## src/rtl/spi_sdr_params.svh

```systemverilog
// constants for the serial port status, data and rate block
`ifndef SPI_SDR_PARAMS_SVH
`define SPI_SDR_PARAMS_SVH

`define SPI_OFF_DATA      8'h40
`define SPI_OFF_CTRL      8'h42
`define SPI_OFF_STAT      8'h43

`define SPI_STAT_DONE     7
`define SPI_STAT_WRITE_COLLISION_FLAG     6
`define SPI_STAT_FAULT    4

`define SPI_CTRL_IRQEN    7
`define SPI_CTRL_OUTEN    6
`define SPI_CTRL_MASTER_SELECT     4
`define SPI_CTRL_CPOL     3
`define SPI_CTRL_CPHA     2
`define SPI_CTRL_RATE_HI  1
`define SPI_CTRL_RATE_LO  0

`define SPI_CTRL_RST      1'b0
`define SPI_FLAG_RST      1'b0
`define SPI_RDATA_RST     8'h00

// half serial clock periods in processor clocks
`define SPI_HALF_DIV2     6'h01
`define SPI_HALF_DIV4     6'h02
`define SPI_HALF_DIV16    6'h08
`define SPI_HALF_DIV32    6'h10

`define SPI_LAST_EDGE     4'hf

`endif

```

## src/rtl/spi_sdr_pkg.sv

```systemverilog
// types shared by the serial port status, data and rate block
package spi_sdr_pkg;

  typedef enum logic [1:0] {
    ST_IDLE  = 2'b00,
    ST_SHIFT = 2'b01,
    ST_DONE  = 2'b11
  } xfer_state_e;

  typedef struct packed {
    logic sck;
    logic mosi;
    logic miso;
  } pad_s;

  typedef logic [7:0] byte_t;

endpackage

```

## src/rtl/spi_rate_div.sv

```systemverilog
// serial clock half period tick generator for master mode
`include "spi_sdr_params.svh"

module spi_rate_div #(
  parameter int CNT_W = 6
) (
  input  wire logic       clk_i,
  input  wire logic       rst_i,
  input  wire logic       run_i,
  input  wire logic [1:0] rate_i,
  input  wire logic       div2_i,
  output logic            tick_o
);

  if (CNT_W < 6) begin : g_chk
    $error("spi_rate_div: CNT_W must be at least 6");
  end

  logic [CNT_W-1:0] cnt_q;
  logic [CNT_W-1:0] lim;

  function automatic logic [CNT_W-1:0] half_len(input logic [1:0] rate, input logic div2);
    logic [5:0] h;
    h = `SPI_HALF_DIV2;
    case (rate)
      2'h0:    h = `SPI_HALF_DIV2;
      2'h1:    h = `SPI_HALF_DIV4;
      2'h2:    h = `SPI_HALF_DIV16;
      default: h = `SPI_HALF_DIV32;
    endcase
    // optional halving comes ahead of the rate divider
    if (div2) begin
      h = {h[4:0], 1'b0};
    end
    return CNT_W'(h);
  endfunction

  assign lim = half_len(rate_i, div2_i) - CNT_W'(1);

  always_ff @(posedge clk_i) begin
    if (rst_i || !run_i) begin
      cnt_q <= '0;
    end else if (cnt_q >= lim) begin
      cnt_q <= '0;
    end else begin
      cnt_q <= cnt_q + CNT_W'(1);
    end
  end

  always_ff @(posedge clk_i) begin
    if (rst_i) begin
      tick_o <= 1'b0;
    end else begin
      tick_o <= run_i && (cnt_q >= lim);
    end
  end

endmodule // spi_rate_div

```

## src/rtl/spi_status_data_rate.sv

```systemverilog
// serial port: rate select, transfer engine, status flags and data register
`include "spi_sdr_params.svh"

module spi_status_data_rate #(
  parameter bit DIV2_OPT = 1'b0,
  parameter int ADDR_W   = 8
) (
  input  wire logic                MCLK_I,
  input  wire logic                RST_I,
  input  wire logic [ADDR_W-1:0]   ADDR_I,
  input  wire logic [7:0]          WDATA_I,
  input  wire logic                WR_I,
  input  wire logic                RD_I,
  input  wire logic                SS_N_I,
  input  wire spi_sdr_pkg::pad_s   PAD_I,
  output logic [7:0]               RDATA_O,
  output logic                     IRQ_O,
  output spi_sdr_pkg::pad_s        PAD_O,
  output spi_sdr_pkg::pad_s        PAD_OE_N_O
);
  import spi_sdr_pkg::*;

  if (ADDR_W < 7) begin : g_chk
    $error("spi_status_data_rate: ADDR_W must be at least 7");
  end

  function automatic logic hit(input logic [ADDR_W-1:0] a, input logic [7:0] off);
    return a == ADDR_W'(off);
  endfunction

  // control register
  logic        irq_en_q;
  logic        out_en_q;
  logic        master_select_q;
  logic        cpol_q;
  logic        cpha_q;
  logic [1:0]  rate_q;

  // status flags and their clear-sequence arms
  logic        done_q;
  logic        done_arm_q;
  logic        write_collision_flag_q;
  logic        write_collision_flag_arm_q;
  logic        fault_q;
  logic        fault_arm_q;

  // transfer engine
  xfer_state_e state_q;
  byte_t       shift_q;
  byte_t       rx_buf_q;
  logic [3:0]  edge_q;
  logic        latch_q;
  logic        sck_q;
  logic        sck_prev_q;
  logic        tick;
  logic        samp_q;
  logic        samp_now;
  byte_t       rx_next;

  pad_s        pad_q;
  pad_s        pad_oe_n_q;

  logic        wr_data;
  logic        rd_data;
  logic        wr_ctrl;
  logic        rd_stat;
  logic        master_en;
  logic        slave_en;
  logic        busy;
  logic        load_ok;
  logic        start;
  logic        m_edge;
  logic        s_edge;
  logic        sck_edge;
  logic        lead;
  logic        sample;
  logic        shift_e;
  logic        last;
  logic        serial_in;
  logic        shift_bit;
  logic        xfer_done;
  logic        done_clr;
  logic        write_collision_flag_set;
  logic        write_collision_flag_clr;
  logic        fault_set;
  logic        fault_clr;
  logic        ctrl_allow;

  assign wr_data = WR_I && hit(ADDR_I, `SPI_OFF_DATA);
  assign rd_data = RD_I && hit(ADDR_I, `SPI_OFF_DATA);
  assign wr_ctrl = WR_I && hit(ADDR_I, `SPI_OFF_CTRL);
  assign rd_stat = RD_I && hit(ADDR_I, `SPI_OFF_STAT);

  assign master_en = out_en_q && master_select_q;
  // rate field is not looked at here: slave timing is the far clock only
  assign slave_en  = out_en_q && !master_select_q && !SS_N_I;

  assign busy = (state_q == ST_SHIFT);

  // ---------------------------------------------------------------- flags

  // a master holds data writes off while an unacknowledged byte is pending
  assign load_ok = wr_data && !busy && !(master_select_q && done_q && !done_arm_q);
  assign start   = load_ok && master_en;

  assign xfer_done = (state_q == ST_DONE);
  // slave software may clear during the next byte; nothing blocks that
  assign done_clr  = done_arm_q && (rd_data || wr_data);

  assign write_collision_flag_set  = wr_data && busy;
  assign write_collision_flag_clr  = write_collision_flag_arm_q && (rd_data || (wr_data && done_q));

  // a select held low through the clear sequence re-raises the fault
  assign fault_set = master_select_q && !SS_N_I;
  assign fault_clr = fault_arm_q && wr_ctrl;

  always_ff @(posedge MCLK_I) begin
    if (RST_I) begin
      done_q     <= `SPI_FLAG_RST;
      done_arm_q <= 1'b0;
    end else begin
      // a completing byte wins over a clear in the same cycle
      done_q     <= xfer_done || (done_q && !done_clr);
      if (done_clr || !done_q) begin
        done_arm_q <= 1'b0;
      end else if (rd_stat) begin
        done_arm_q <= 1'b1;
      end
    end
  end

  always_ff @(posedge MCLK_I) begin
    if (RST_I) begin
      write_collision_flag_q     <= `SPI_FLAG_RST;
      write_collision_flag_arm_q <= 1'b0;
    end else begin
      write_collision_flag_q <= write_collision_flag_set || (write_collision_flag_q && !write_collision_flag_clr);
      if (write_collision_flag_clr || !write_collision_flag_q) begin
        write_collision_flag_arm_q <= 1'b0;
      end else if (rd_stat) begin
        write_collision_flag_arm_q <= 1'b1;
      end
    end
  end

  always_ff @(posedge MCLK_I) begin
    if (RST_I) begin
      fault_q     <= `SPI_FLAG_RST;
      fault_arm_q <= 1'b0;
    end else begin
      fault_q <= fault_set || (fault_q && !fault_clr);
      if (fault_clr || !fault_q) begin
        fault_arm_q <= 1'b0;
      end else if (rd_stat) begin
        fault_arm_q <= 1'b1;
      end
    end
  end

  // ------------------------------------------------------------- control

  assign ctrl_allow = !fault_q || fault_arm_q;

  always_ff @(posedge MCLK_I) begin
    if (RST_I) begin
      irq_en_q <= `SPI_CTRL_RST;
      out_en_q <= `SPI_CTRL_RST;
      master_select_q   <= `SPI_CTRL_RST;
    end else begin
      if (wr_ctrl) begin
        irq_en_q <= WDATA_I[`SPI_CTRL_IRQEN];
      end
      if (fault_set) begin
        out_en_q <= 1'b0;
        master_select_q   <= 1'b0;
      end else if (wr_ctrl) begin
        out_en_q <= WDATA_I[`SPI_CTRL_OUTEN] && ctrl_allow;
        master_select_q   <= WDATA_I[`SPI_CTRL_MASTER_SELECT] && ctrl_allow;
      end
    end
  end

  // timing and rate bits survive reset by design
  always_ff @(posedge MCLK_I) begin
    if (wr_ctrl) begin
      cpol_q <= WDATA_I[`SPI_CTRL_CPOL];
      cpha_q <= WDATA_I[`SPI_CTRL_CPHA];
      rate_q <= {WDATA_I[`SPI_CTRL_RATE_HI], WDATA_I[`SPI_CTRL_RATE_LO]};
    end
  end

  // ------------------------------------------------------------- engine

  spi_rate_div #(
    .CNT_W (6)
  ) u_rate (
    .clk_i  (MCLK_I),
    .rst_i  (RST_I),
    .run_i  (master_en && busy),
    .rate_i (rate_q),
    .div2_i (DIV2_OPT),
    .tick_o (tick)
  );

  assign m_edge   = master_en && busy && tick;
  // every processor clock looks at the far clock, so rates up to half of it work
  assign s_edge   = slave_en && (PAD_I.sck != sck_prev_q);
  assign sck_edge = m_edge || s_edge;
  assign lead     = master_select_q ? (sck_q == cpol_q) : (sck_prev_q == cpol_q);
  assign sample   = sck_edge && (lead != cpha_q);
  // with late phase the first leading edge only puts the msb out
  assign shift_e  = sck_edge && (lead == cpha_q) && !(cpha_q && edge_q == 4'h0);
  assign last     = sck_edge && (edge_q == `SPI_LAST_EDGE);
  assign serial_in = master_select_q ? PAD_I.miso : PAD_I.mosi;
  // master pins lag the internal clock by a cycle, so its sampling lags too
  assign samp_now  = master_select_q ? samp_q : sample;
  assign shift_bit = samp_now ? serial_in : latch_q;
  assign rx_next   = (master_select_q && cpha_q) ? {shift_q[6:0], shift_bit} : shift_q;

  always_ff @(posedge MCLK_I) begin
    if (RST_I) begin
      state_q <= ST_IDLE;
    end else begin
      case (state_q)
        ST_IDLE: begin
          if (start || (slave_en && (!cpha_q || s_edge))) begin
            state_q <= ST_SHIFT;
          end
        end
        ST_SHIFT: begin
          if (last) begin
            state_q <= ST_DONE;
          end else if (!master_en && !slave_en) begin
            // fault or deselect cuts the byte short, no completion
            state_q <= ST_IDLE;
          end
        end
        ST_DONE: begin
          state_q <= ST_IDLE;
        end
        default: begin
          state_q <= ST_IDLE;
        end
      endcase
    end
  end

  always_ff @(posedge MCLK_I) begin
    if (RST_I || (state_q != ST_SHIFT && !(state_q == ST_IDLE && slave_en))) begin
      edge_q <= 4'h0;
    end else if (sck_edge) begin
      edge_q <= edge_q + 4'h1;
    end
  end

  always_ff @(posedge MCLK_I) begin
    if (RST_I) begin
      latch_q <= 1'b0;
    end else if (samp_now) begin
      latch_q <= serial_in;
    end
  end

  always_ff @(posedge MCLK_I) begin
    if (RST_I) begin
      samp_q <= 1'b0;
    end else begin
      samp_q <= sample && master_select_q;
    end
  end

  // shifter has no reset: its content is undefined until written
  always_ff @(posedge MCLK_I) begin
    if (load_ok) begin
      shift_q <= WDATA_I;
    end else if (shift_e || (last && cpha_q && !master_select_q) || (xfer_done && cpha_q && master_select_q)) begin
      shift_q <= {shift_q[6:0], shift_bit};
    end
  end

  // buffer refills only when the previous byte was acknowledged
  always_ff @(posedge MCLK_I) begin
    if (xfer_done && (!done_q || done_clr)) begin
      rx_buf_q <= rx_next;
    end
  end

  always_ff @(posedge MCLK_I) begin
    if (RST_I) begin
      sck_q <= 1'b0;
    end else if (m_edge) begin
      sck_q <= !sck_q;
    end else if (!busy || !master_en) begin
      sck_q <= cpol_q;
    end
  end

  always_ff @(posedge MCLK_I) begin
    if (RST_I) begin
      sck_prev_q <= 1'b0;
    end else begin
      sck_prev_q <= PAD_I.sck;
    end
  end

  // ------------------------------------------------------------- outputs

  always_ff @(posedge MCLK_I) begin
    if (RST_I) begin
      pad_q      <= '0;
      pad_oe_n_q <= '1;
    end else begin
      pad_q.sck       <= sck_q;
      pad_q.mosi      <= shift_q[7];
      pad_q.miso      <= shift_q[7];
      // fault drops enable and master on this same edge, so these enables release a cycle later
      pad_oe_n_q.sck  <= !master_en;
      pad_oe_n_q.mosi <= !master_en;
      pad_oe_n_q.miso <= !slave_en;
    end
  end

  always_ff @(posedge MCLK_I) begin
    if (RST_I) begin
      IRQ_O <= 1'b0;
    end else begin
      IRQ_O <= irq_en_q && (done_q || fault_q);
    end
  end

  always_ff @(posedge MCLK_I) begin
    if (RST_I) begin
      RDATA_O <= `SPI_RDATA_RST;
    end else if (!RD_I) begin
      RDATA_O <= `SPI_RDATA_RST;
    end else if (hit(ADDR_I, `SPI_OFF_DATA)) begin
      RDATA_O <= rx_buf_q;
    end else if (hit(ADDR_I, `SPI_OFF_STAT)) begin
      RDATA_O <= 8'h00;
      RDATA_O[`SPI_STAT_DONE]  <= done_q;
      RDATA_O[`SPI_STAT_WRITE_COLLISION_FLAG]  <= write_collision_flag_q;
      RDATA_O[`SPI_STAT_FAULT] <= fault_q;
    end else if (hit(ADDR_I, `SPI_OFF_CTRL)) begin
      RDATA_O <= {irq_en_q, out_en_q, 1'b0, master_select_q, cpol_q, cpha_q, rate_q};
    end else begin
      RDATA_O <= `SPI_RDATA_RST;
    end
  end

  assign PAD_O      = pad_q;
  assign PAD_OE_N_O = pad_oe_n_q;

endmodule // spi_status_data_rate

```

## config.mk

```make
export PLATFORM = sky130hd
export DESIGN_NAME = spi_status_data_rate
export DESIGN_NICKNAME = d
export VERILOG_FILES = /design/src/rtl/spi_sdr_pkg.sv /design/src/rtl/spi_rate_div.sv /design/src/rtl/spi_status_data_rate.sv
export VERILOG_INCLUDE_DIRS = /design/src /design/src/rtl
export SDC_FILE = /design/constraint.sdc
export NUM_CORES = 1
export LEC_CHECK = 0
export BUFFER_PORTS_ARGS = -buffer_cell sky130_fd_sc_hd__buf_2
export CAP_MARGIN = 20
export CORE_MARGIN = 2
export CORE_UTILIZATION = 50
export CTS_BUF_LIST = sky130_fd_sc_hd__clkbuf_8
export CTS_CLUSTER_SIZE = 14
export DETAILED_ROUTE_END_ITERATION = 10
export GPL_ROUTABILITY_DRIVEN = 0
export PLACE_DENSITY = 0.71
export SLEW_MARGIN = 20
export SYNTH_ARGS = -nofsm -noshare
export SYNTH_HDL_FRONTEND = slang
export SYNTH_SLANG_ARGS = --single-unit
```

## constraint.sdc

```tcl
create_clock -name MCLK_I -period 3 [get_ports MCLK_I]
set_clock_uncertainty 0.15 [all_clocks]
set_input_delay 0.3 -clock MCLK_I [delete_from_list [all_inputs] [get_ports MCLK_I]]
set_output_delay 0.3 -clock MCLK_I [all_outputs]
set_load 0.01 [all_outputs]
```

Yosys cells after proc, flatten, opt, wreduce, memory -nomap -nowiden
Cells that the tools add are included.
{"block": "word_totals", "output_inout_bits": 15, "inputBits": 24, "wordCells": 158, "reg_bits": 59}
{"block": "classes", "eq_ne": 16, "reduce_logical": 92, "n_addsub": 3, "bitwise_logic": 1, "order_cmp": 1, "n_mux": 17}
{"cell": "$mux 8", "n": 6}
{"cell": "$logic_and 1x1->1", "n": 44}
{"cell": "$eq 8x7->1 const B", "n": 3}
{"cell": "$logic_not 1->1", "n": 18}
{"cell": "$logic_or 1x1->1", "n": 18}
{"cell": "$pmux 5 s3", "n": 1}
{"cell": "$reduce_or 2->1", "n": 6}
{"cell": "$add 6x1->6 const B", "n": 1}
{"cell": "$ge 6x6->1", "n": 1}
{"cell": "$mux 1", "n": 6}
{"cell": "$mux 2", "n": 3}
{"cell": "$sub 5x1->6 const B", "n": 1}
{"cell": "$add 4x1->4 const B", "n": 1}
{"cell": "$eq 2x1->1 const B", "n": 2}
{"cell": "$eq 2x2->1 const B", "n": 2}
{"cell": "$eq 4x4->1 const B", "n": 1}
{"cell": "$logic_not 2->1", "n": 2}
{"cell": "$logic_not 4->1", "n": 1}
{"cell": "$pmux 2 s2", "n": 1}
{"cell": "$reduce_bool 2->1", "n": 2}
{"cell": "$eq 1x1->1", "n": 3}
{"cell": "$ne 3x1->1 const B", "n": 1}
{"cell": "$ne 1x1->1", "n": 2}
{"cell": "$ne 2x1->1 const B", "n": 1}
{"cell": "other kinds (3)", "n": 3}

Longest topological paths before layout
Gate-level depths: netlist of the first run.
{"block": "logic_depth", "ltp_word": 12, "ltp_mapped": 8, "depth_no_buf": 7}

By module
From an unflattened synthesis of the first run, not the netlist that was laid out.
{"block": "hier_totals", "hier_cells": 263, "hier_area_um2": 2813.9}
{"mod": "spi_status_data_rate", "cells_per_inst": 216, "n_inst": 1, "area_per_inst_um2": 2382.3, "seq_area_each_um2": 1241.2}
{"mod": "spi_rate_div", "cells_per_inst": 47, "n_inst": 1, "area_per_inst_um2": 431.7, "seq_area_each_um2": 140.1}

Least setup slack after synthesis of the first run
No wires, ideal clock.
{"block": "synth_path", "path_kind": "reg2reg", "from": "register out_en_q", "to": "register shift_q[0] (enable)", "required_time_ps": 2463, "synth_period_minus_slack_ps": 2524, "setup_ps": 387, "path_stages_with_launch": 6, "slack_ps": 476, "n_path_buf": 1, "arrival_ps": 1987, "cell_sequence": "dfxtp_1 > nor3b_1 > a22o_1 > clkbuf_1 > nand4_1 > o31ai_1"}
{"block": "synth_between", "elab_chain_len": 10, "word_cells_on_any_way": 15, "cone_classes": "reduce/logical (15)"}
{"element": "start: declaration", "line": "spi_status_data_rate.sv:33", "text": "logic out_en_q;"}
{"element": "start signal: assignment", "line": "spi_status_data_rate.sv:167", "text": "out_en_q <= `SPI_CTRL_RST;"}
{"element": "start signal: assignment", "line": "spi_status_data_rate.sv:177", "text": "out_en_q <= WDATA_I[`SPI_CTRL_OUTEN] && ctrl_allow;"}
{"element": "$logic_and 1x1->1 (on tied branches)", "line": "spi_status_data_rate.sv:94, spi_status_data_rate.sv:96"}
{"element": "$logic_and 1x1->1 (on tied branches)", "line": "spi_status_data_rate.sv:205, spi_status_data_rate.sv:96"}
{"element": "$logic_and 1x1->1 (on tied branches)", "line": "spi_status_data_rate.sv:205, spi_status_data_rate.sv:207"}
{"element": "$logic_or 1x1->1 (*)", "line": "spi_status_data_rate.sv:208", "text": "assign sck_edge = m_edge || s_edge;"}
{"element": "$logic_and 1x1->1", "line": "spi_status_data_rate.sv:213", "text": "assign last = sck_edge && (edge_q == `SPI_LAST_EDGE);"}
{"element": "$logic_and 1x1->1 (2 in series)", "line": "spi_status_data_rate.sv:276", "text": "end else if (shift_e || (last && cpha_q && !master_select_q) || (xfer_done && cpha_q && master_select_q)) begi ..."}
{"element": "$logic_or 1x1->1 (*) (2 in series)", "line": "spi_status_data_rate.sv:276"}
{"element": "$reduce_bool 2->1 (no line) (*)"}
{"element": "end signal: assignment", "line": "spi_status_data_rate.sv:277", "text": "shift_q <= {shift_q[6:0], shift_bit};"}
{"element": "end: declaration", "line": "spi_status_data_rate.sv:49", "text": "byte_t shift_q;"}
Mark *: on every way between the ends. The rest lies on a longest branch, timed or not.
A chain may end at the register's enable or synchronous reset.

Worst setup path in the final report of the first run
{"block": "layout_path", "from": "register rate_q[0]", "to": "register u_rate.cnt_q[1]"}
{"block": "layout_between", "elab_chain_len": 5, "word_cells_on_any_way": 7, "cone_classes": "add/sub (1); order compare (1); eq/ne (2); mux (1); reduce/logical (2)"}
{"element": "start: declaration", "line": "spi_status_data_rate.sv:37", "text": "logic [1:0] rate_q;"}
{"element": "start signal: assignment", "line": "spi_status_data_rate.sv:188", "text": "rate_q <= {WDATA_I[`SPI_CTRL_RATE_HI], WDATA_I[`SPI_CTRL_RATE_LO]};"}
{"element": "$eq 2x2->1, or another cell as far along", "line": "spi_rate_div.sv:25", "text": "case (rate)"}
{"element": "$pmux 5 s3 (*)", "line": "spi_rate_div.sv:25"}
{"element": "$sub 5x1->6 (*)", "line": "spi_rate_div.sv:38", "text": "assign lim = half_len(rate_i, div2_i) - CNT_W'(1);"}
{"element": "$ge 6x6->1 (*)", "line": "spi_rate_div.sv:43", "text": "end else if (cnt_q >= lim) begin"}
{"element": "$reduce_or 2->1 (no line) (*)"}
{"element": "end signal: assignment", "line": "spi_rate_div.sv:46", "text": "cnt_q <= cnt_q + CNT_W'(1);"}
{"element": "end: declaration", "line": "spi_rate_div.sv:19", "text": "logic [CNT_W-1:0] cnt_q;"}
Marks and branches as above.

==> results.toml, run 1 <==
[drt]
wl_per_cell_um = 14.8
wl_um = 5380
drc_errors = 0
via_per_inst = 5.27
vias = 1919
drtPass1Iterations = 5
initialDrtViolationCount = 98
ant_nets = 0

[job]
maxCapViolCount = 0

[worst_setup_path]
worst_ep_arrival_time_ns = 2.40
worstPathRequired_ns = 3.09
critPathLaunchType = "flop"
crit_path_end_kind = "flop"
worstSetupPathType = "reg -> reg"
critPathMaxFanout = 6
reg2reg_depth = 7

[die]
coreArea_mm2 = 0.00511
initial_core_util_pct = 51.9
ios = 39
rows = 26
dieArea_mm2 = 0.00590
die_w_um = 76.8
die_y_um = 76.8

[power]
p_seq_share_pct = 50.3
pwr_density_cell_mw_per_mm2 = 524
p_sw_share_pct = 21.1
ir_worst_vdd_mv = 0.366
p_sw_uw = 346
p_int_uw = 1300
p_comb_share_pct = 3.2
clockPowerShare_pct = 46.5
p_leak_uw = 0.00119

[global_routing]
grt_usage_pct = 19.3
antenna_found_initial = 0
overflow = 0
grt_max_degree = 24
grt_pass1_vias = 1783
grt_pass1_wl_um = 8750

[place]
hpwl_um = 3810
io_buffers = 38
place_area_mm2 = 0.00290

[final_layout]
antenna_cells = 0
drive_gt1_share_pct = 27.9
stdcell_area_mm2 = 0.00313
fillCellCount = 447
finalNetCount = 321
synthToLayoutAreaGrowth_pct = 18.2

[yosys]
synth-seq-cells = 59
async_flop_share_pct = 0
yosysWarnings = 0
synth_area_leaders = "dfxtp_1, edfxtp_1, mux2_2"
yosysTopAreaCellShare_pct = 29.5
synth-edff-count = 20
synth_ff_type = "dfxtp_1"
synth-seq-area-share_pct = 52.1
synth_area_mm2 = 0.00265
avgSynthCellArea_um2 = 10.9
postSynthNetCount = 276
yosysTopAreaCell = "dfxtp_1"
yosys.cell_types.count = 49
syn_inst = 244

[timing]
timing.fmax_mhz = 431
rsz0062_at_grt = "false"
max_slew_margin_pct = 49.0
fin_setup_tns_ns = 0
setup_viol = 0
post-route-period-util_pct = 77.3
fin_crit_ns = 2.32
finalMaxSlewViolations = 0
worstMarginPinSlew_ns = 0.761
hold_viol_final = 0

[run_status]
status = "finished, final reports clean"

[clock_tree]
clock_path_buffers = 2
h-tree-depth = 3
cts.sinks = 59
cts_resized = 0
cts_buffers = 9
path_clk_slew_ns = 0.07
worstSkewPairLatency_ns = 0.34
cts_tree = "built"
ctsRootBufferMaster = "clkbuf_8"

[min_path]
hold_depth = 1
min_path_type = "in -> reg"
==> synthesized netlist by cell type (2+ instances only) <==
library cell   n
clkbuf_1       4
o21ai_0        3
ha_1           8
or3_1          3
a211oi_1       3
a22oi_1        4
nor3_1         8
inv_1         12
xor2_1         6
nor4_1         4
a21oi_1       10
buf_6          3
a21o_1         2
a31oi_1        3
nand3_1        5
buf_2          2
mux2_2        14
nand2b_1       8
mux2i_1        4
a311oi_1       3
buf_4          2
nor2_1        23
nor4b_1        3
edfxtp_1      20
xnor2_1        4
nand4_1        4
nand2_1       13
nor2b_1        7
dfxtp_1       39
==> per-stage QoR <==
stage | std cells | worst slack [ns] | hold slack (ns) | util, % | total power, uW
finish | 364 | 0.682 | 0.0124 | 61.3 | 1640
detailed placement | 346 | 0.405 | 0.308 | 56.7 | 893
CTS | 364 | 0.411 | 0.00213 | 61.2 | 1650
global route | 364 | 0.562 | 0.0101 | 61.3 | 1690
floorplan | 244 | 0.476 | 0.249 | - | 871
global placement | 346 | 0.456 | 0.297 | 56.7 | 893
==> power groups by stage <==
stage	registers, uW	clock network [uW]	logic, uW
floorplan	844	0	27.2
global placement	843	0	49.3
detailed placement	843	0	49.3
CTS	826	773	51.9
global route	825	810	57.0
finish	826	764	52.2
==> placed cells by master (no fill, tap or decap), types with 5 or more instances in the layout <==
cell type	count
a21oi_1	10
buf_2	38
buf_4	6
clkbuf_8	12
dfxtp_1	39
edfxtp_1	20
ha_1	8
inv_1	12
mux2_2	14
nand2_1	13
nand2b_1	8
nand3_1	5
nor2_1	23
nor2b_1	7
nor3_1	8
xor2_1	6
==> kinds of logic after synthesis <==
family          after synthesis  synth area share, %
flops                        59                 52.1
xor+xnor                     10                 3.30
other cells                   1                0.142
mux                          18                 7.46
fa+ha+maj                     8                 3.78
buf+inv                      24                 4.63
simple gates                 88                 18.9
compound gates               36                 9.63
==> flip-flops by register name, indices dropped and copies added, names as in the netlist, 2 cells and up <==
signal	cells
PAD_O	2
PAD_OE_N_O	2
RDATA_O	8
edge_q	4
rate_q	2
rx_buf_q	8
shift_q	8
state_q	2
u_rate.cnt_q	6
==> worst paths after layout <==
check                             start                         end  slack, ns
setup / recovery    rate_q[0]$_DFFE_PN_  u_rate.cnt_q[1]$_SDFF_PP0_       0.68
hold / removal               WDATA_I[3]            cpol_q$_DFFE_PN_       0.01
setup reg to reg    rate_q[0]$_DFFE_PN_  u_rate.cnt_q[1]$_SDFF_PP0_       0.68
hold reg to reg   irq_en_q$_SDFFE_PP0N_       irq_en_q$_SDFFE_PP0N_       0.32
==> metal layers <==
metal  track usage, %  part of all wire (%)  up-vias
met5                0                     0        -
met4             9.09                   1.7        0
met3             4.47                   5.3       11
met2             28.0                    44       56
met1             27.1                    49      884
li1                 -                     -      968
==> cell type report <==
cell class | count | area [um^2] | share of cell area [%]
repair buffers | 46 | 255 | 8.15
well taps | 70 | 87.6 | 2.80
clock buffers | 12 | 165 | 5.27
clock inverters | 4 | 46.3 | 1.48
flip-flops and latches | 59 | 1380 | 44.1
multi-input cells | 161 | 1150 | 36.8
inverters | 12 | 45.0 | 1.44
==> worst max-delay path, stage by stage, from the launching register on <==
cell and delay, ns:
edfxtp_1 0.47, or2_2 0.33, ha_1 0.28, ha_1 0.27, a21o_1 0.15, a21oi_1 0.13
nor2b_1 0.12, nor4b_1 0.31
==> what timing repair did <==
action | in CTS | in global routing
setup buffers | 0 | 0
hold endpoints to repair | 2 | 0
hold buffers | 2 | 0
No activity file was read; power rests on OpenSTA's default activity.
==> inputs of run 2 (changes only) <==
--- a/config.mk
+++ b/config.mk
@@ -14,7 +14,7 @@
 export CTS_CLUSTER_SIZE = 14
 export DETAILED_ROUTE_END_ITERATION = 10
 export GPL_ROUTABILITY_DRIVEN = 0
-export PLACE_DENSITY = 0.71
+export PLACE_DENSITY = 0.74
 export SLEW_MARGIN = 20
 export SYNTH_ARGS = -nofsm -noshare
 export SYNTH_HDL_FRONTEND = slang
==> constraint.sdc (replaced) <==
create_clock -name MCLK_I -period 1.95 [get_ports MCLK_I]
set_clock_uncertainty 0.15 [all_clocks]
set_input_delay 0.195 -clock MCLK_I [delete_from_list [all_inputs] [get_ports MCLK_I]]
set_output_delay 0.195 -clock MCLK_I [all_outputs]
set_load 0.01 [all_outputs]
==> results.toml, run 2 (synthesis results as in run 1) <==
[run_status]
status = "complete, but fails checks"
violations = "setup timing"

[timing]
setup_viol = 9
rsz0062_at_grt = "true"
fin_setup_tns_ns = -0.261
worstMarginPinSlew_ns = 0.534
timing.fmax_mhz = 497
finalMaxSlewViolations = 0
final.setup.worst_slack_ns = -0.0623
fin_crit_ns = 2.01
max_slew_margin_pct = 64.0
hold_viol_final = 0
post-route-period-util_pct = 103

[final_layout]
top_regs = "RDATA_O (8), rx_buf_q (8), shift_q (8)"
finalNetCount = 359
layout.cells.non_filler = 401
layout_common_cells = "buf_2, dfxtp_1, buf_4, nor2_1, edfxtp_1"
synthToLayoutAreaGrowth_pct = 34.7
final_common_cell = "buf_2"
antenna_cells = 0
fillCellCount = 404
drive_gt1_share_pct = 39.0

[power]
ir_worst_vdd_mv = 0.389
pwr_density_cell_mw_per_mm2 = 627
power_uw = 2240
p_leak_uw = 0.00140

[worst_setup_path]
worstPathRequired_ns = 2.05
critPathMaxFanout = 6
cp-startpoint = "rate_q[1]$_DFFE_PN_"
critPathCapture = "u_rate.cnt_q[1]$_SDFF_PP0_"
critPathLaunchType = "flop"
worst_ep_arrival_time_ns = 2.11
rrSetupSlack_ns = -0.06
crit_path_end_kind = "flop"
r2r_end = "u_rate.cnt_q[1]$_SDFF_PP0_"
worstSetupPathType = "reg -> reg"
r2r-start = "rate_q[1]$_DFFE_PN_"
reg2reg_depth = 7

[global_routing]
antenna_found_initial = 0
grt_max_degree = 22
grt_usage_pct = 19.8
overflow = 0
grt_pass1_vias = 1949
grt_pass1_wl_um = 8980

[clock_tree]
clock_path_buffers = 2
cts.sinks = 59
ctsRootBufferMaster = "clkbuf_8"
cts_tree = "built"
cts_buffers = 9
worstSkewPairLatency_ns = 0.34
path_clk_slew_ns = 0.06
h-tree-depth = 3

[drt]
wl_per_cell_um = 14.4
wl_um = 5770
via_per_inst = 5.19
drtPass1Iterations = 4
ant_nets = 0
vias = 2083
drc_errors = 0
initialDrtViolationCount = 139

[die]
die_y_um = 76.8
ios = 39
coreArea_mm2 = 0.00511
initial_core_util_pct = 51.9
rows = 26
dieArea_mm2 = 0.00590
die_w_um = 76.8

[place]
hpwl_um = 4070
io_buffers = 38
post-place-ws_ns = -0.178
dp.cells = 370

[min_path]
min_path_type = "in -> reg"

[job]
maxCapViolCount = 0
[run 2: changes by cell type in the layout (fill, tap and decap cells not counted), moves of 3 or more]
cell / before / now
buf_4: 6 / 34
buf_6: 0 / 3
clkbuf_8: 12 / 9
dlygate4sd3_1: 2 / 6
inv_1: 12 / 17
[run 2: stage by stage]
stage | util [%] | area [um^2] | hold slack (ns)
CTS | 66.8 | 3410 | 0.00980
floorplan | - | 2740 | 0.144
detailed placement | 61.9 | 3160 | 0.245
finish | 69.9 | 3570 | 0.0206
global placement | 61.9 | 3160 | 0.251
global route | 69.9 | 3570 | 0.0152
[run 2: worst max-delay path, stage by stage, from the launching register on]
cell	delay (ns)
edfxtp_1	0.43
or2_4	0.28
ha_4	0.27
ha_4	0.19
a21o_1	0.18
a21oi_2	0.13
nor2b_2	0.09
nor4b_2	0.22
[run 2: cell type report]
type | instances | area [um^2] | share of cell area (%)
Sequential cell | 59 | 1390 | 38.8
Multi-Input combinational cell | 161 | 1310 | 36.7
Timing Repair Buffer | 84 | 594 | 16.6
Clock buffer | 9 | 124 | 3.47
Tap cell | 70 | 87.6 | 2.45
Inverter | 12 | 45.0 | 1.26
Clock inverter | 6 | 23.8 | 0.666
[run 2: how the worst min path moves through the flow]
| stage | from | to | slack [ns] | cells past startpoint |
|---|---|---|---|---|
| floorplan | WDATA_I[2] | cpha_q$_DFFE_PN_ | 0.14 | 0 |
| finish | WDATA_I[5] | shift_q[5]$_DFFE_PP_ | 0.02 | 2 |
| global route | WDATA_I[5] | shift_q[5]$_DFFE_PP_ | 0.02 | 2 |
| detailed placement | WDATA_I[1] | rate_q[1]$_DFFE_PN_ | 0.25 | 1 |
| CTS | WDATA_I[5] | shift_q[5]$_DFFE_PP_ | 0.01 | 2 |
| global placement | WDATA_I[1] | rate_q[1]$_DFFE_PN_ | 0.25 | 1 |
[run 2: power by group]
part	internal [uW]	leakage (uW)	total (uW)	switching, uW
Sequential	1270	0.000494	1270	2.78
Combinational	54.5	0.000809	110	55.7
Clock	427	0.0000953	858	431
[run 2: routing by layer]
layer | share of wire (%) | up-vias | global-route usage, %
li1 | - | 1039 | -
met1 | 46 | 974 | 26.0
met2 | 46 | 56 | 30.0
met3 | 4.9 | 14 | 6.00
met4 | 2.4 | 0 | 9.45
met5 | 0 | - | 0
[run 2: repair_timing]
item	CTS	global route
setup buffers	1	9
setup endpoints to repair	15	15
endpoints found under the hold margin	6	0
resized for setup	7	14
hold buffers	6	0
pin swaps	3	6
==> inputs of run 3 (changes only) <==
--- a/config.mk
+++ b/config.mk
@@ -15,6 +15,7 @@
 export DETAILED_ROUTE_END_ITERATION = 10
 export GPL_ROUTABILITY_DRIVEN = 0
 export PLACE_DENSITY = 0.74
+export SETUP_SLACK_MARGIN = 0.2
 export SLEW_MARGIN = 20
 export SYNTH_ARGS = -nofsm -noshare
 export SYNTH_HDL_FRONTEND = slang
==> results.toml, run 3 (synthesis results as in run 1) <==
[clock_tree]
clock_path_buffers = 2
ctsRootBufferMaster = "clkbuf_8"
path_clk_slew_ns = 0.07
h-tree-depth = 3
worstSkewPairLatency_ns = 0.33
cts.sinks = 59
cts_buffers = 9
cts_tree = "built"

[worst_setup_path]
crit_path_end_kind = "flop"
crit_slowest_cell = "edfxtp_1"
critical_path.cell_chain = "or2_4 > ha_4 > ha_4 > a21o_1 > a21oi_2 > nor2b_2 > o21ba_2"
path_common_cell = "ha_4"
r2r_end = "u_rate.tick_o$_SDFF_PP0_"
rrSetupSlack_ns = -0.10
critPathCapture = "u_rate.tick_o$_SDFF_PP0_"
worstPathRequired_ns = 2.03
crit_path_max_incr_delay_ns = 0.42
cp-startpoint = "rate_q[1]$_DFFE_PN_"
critPathLaunchType = "flop"
critPathMaxFanout = 6
worstSetupPathType = "reg -> reg"
worst_ep_arrival_time_ns = 2.13
r2r-start = "rate_q[1]$_DFFE_PN_"
reg2reg_depth = 7

[global_routing]
grt_pass1_vias = 2117
grt_usage_pct = 23.4
overflow = 0
antenna_found_initial = 0
grt_max_degree = 23
grt_pass1_wl_um = 10500

[timing]
final.setup.worst_slack_ns = -0.102
timing.fmax_mhz = 487
rsz0062_at_grt = "true"
fin_setup_tns_ns = -0.658
setup_viol = 14
post-route-period-util_pct = 105
finalMaxSlewViolations = 0
hold_viol_final = 0
max_slew_margin_pct = 64.5
worstMarginPinSlew_ns = 0.527
fin_crit_ns = 2.05

[final_layout]
drive_gt1_share_pct = 43.3
utilization_pct = 74.7
synthToLayoutAreaGrowth_pct = 44.1
top_regs = "RDATA_O (8), rx_buf_q (8), shift_q (8)"
finalNetCount = 371
layout_common_cells = "dfxtp_1, buf_4, buf_2, nor2_1, edfxtp_1"
antenna_cells = 0

[run_status]
violations = "setup timing"
status = "complete, but fails checks"

[place]
hpwl_um = 4260
io_buffers = 38

[die]
die_y_um = 76.8
die_w_um = 76.8
initial_core_util_pct = 51.9
coreArea_mm2 = 0.00511
dieArea_mm2 = 0.00590
rows = 26
ios = 39

[drt]
via_per_inst = 5.29
wl_per_cell_um = 16.3
ant_nets = 0
initialDrtViolationCount = 162
wl_um = 6760
vias = 2190
drtPass1Iterations = 4
drc_errors = 0

[power]
ir_worst_vdd_mv = 0.662
p_leak_uw = 0.00152
pwr_density_cell_mw_per_mm2 = 642

[job]
maxCapViolCount = 0

[min_path]
min_path_type = "in -> reg"
[run 3: worst min-delay path by stage]
stage	start	endpoint	depth (start not counted)
floorplan	WDATA_I[2]	cpha_q$_DFFE_PN_	0
detailed placement	WDATA_I[3]	cpol_q$_DFFE_PN_	1
CTS	WDATA_I[4]	master_select_q$_SDFFE_PP0N_	3
global route	WDATA_I[4]	master_select_q$_SDFFE_PP0N_	3
global placement	WDATA_I[0]	rate_q[0]$_DFFE_PN_	1
finish	WDATA_I[4]	master_select_q$_SDFFE_PP0N_	3
[run 3: area by class of cell]
cell class / instances / area (um^2)
inverter: 12 / 51.3
clock buffer: 10 / 138
fill: 351 / 1290
sequential: 59 / 1390
clock inverter: 6 / 50.0
tap: 70 / 87.6
timing repair buffer: 96 / 756
multi-input combinational: 161 / 1350
[run 3: what timing repair did]
item                                   in CTS  in global routing
setup endpoints to repair                  27                 43
gates resized for setup                    25                 22
pin swaps                                  15                 13
cloned                                      1                  1
hold buffers                                6                  0
endpoints found under the hold margin       6                  0
buffers inserted                            8                 10
[run 3: power by group]
group / internal [uW] / switching [uW] / total [uW] / leakage [uW]
registers: 1270 / 2.87 / 1270 / 0.000494
clock network: 604 / 453 / 1060 / 0.000111
logic: 65.6 / 58.2 / 124 / 0.000916
[run 3: metrics by stage]
stage / setup slack (ns) / power, uW / instance area (um^2) / std cells / hold slack [ns]
floorplan: -0.205 / 1340 / 2740 / 244 / 0.144
global placement: -0.161 / 1390 / 3180 / 372 / 0.236
detailed placement: -0.191 / 1390 / 3180 / 372 / 0.241
CTS: -0.0986 / 2450 / 3640 / 403 / 0.00943
global route: -0.136 / 2540 / 3820 / 414 / 0.0108
finish: -0.102 / 2450 / 3820 / 414 / 0.0199
[run 3: layer usage]
| metal | GRT usage [%] | share of wire (%) | up-vias | wire (um) |
|---|---|---|---|---|
| met3 | 5.41 | 4.3 | 14 | 289 |
| met5 | 0 | 0 | - | 0 |
| li1 | - | - | 1070 | - |
| met1 | 28.6 | 42 | 1049 | 2860 |
| met2 | 39.1 | 51 | 57 | 3450 |
| met4 | 11.1 | 2.3 | 0 | 153 |
[run 3: critical path, delay by kind of cell (launching register included)]
family,cells,cell delay (ns)
compound gates,3,0.52
fa+ha+maj,2,0.45
flops,1,0.42
simple gates,2,0.39
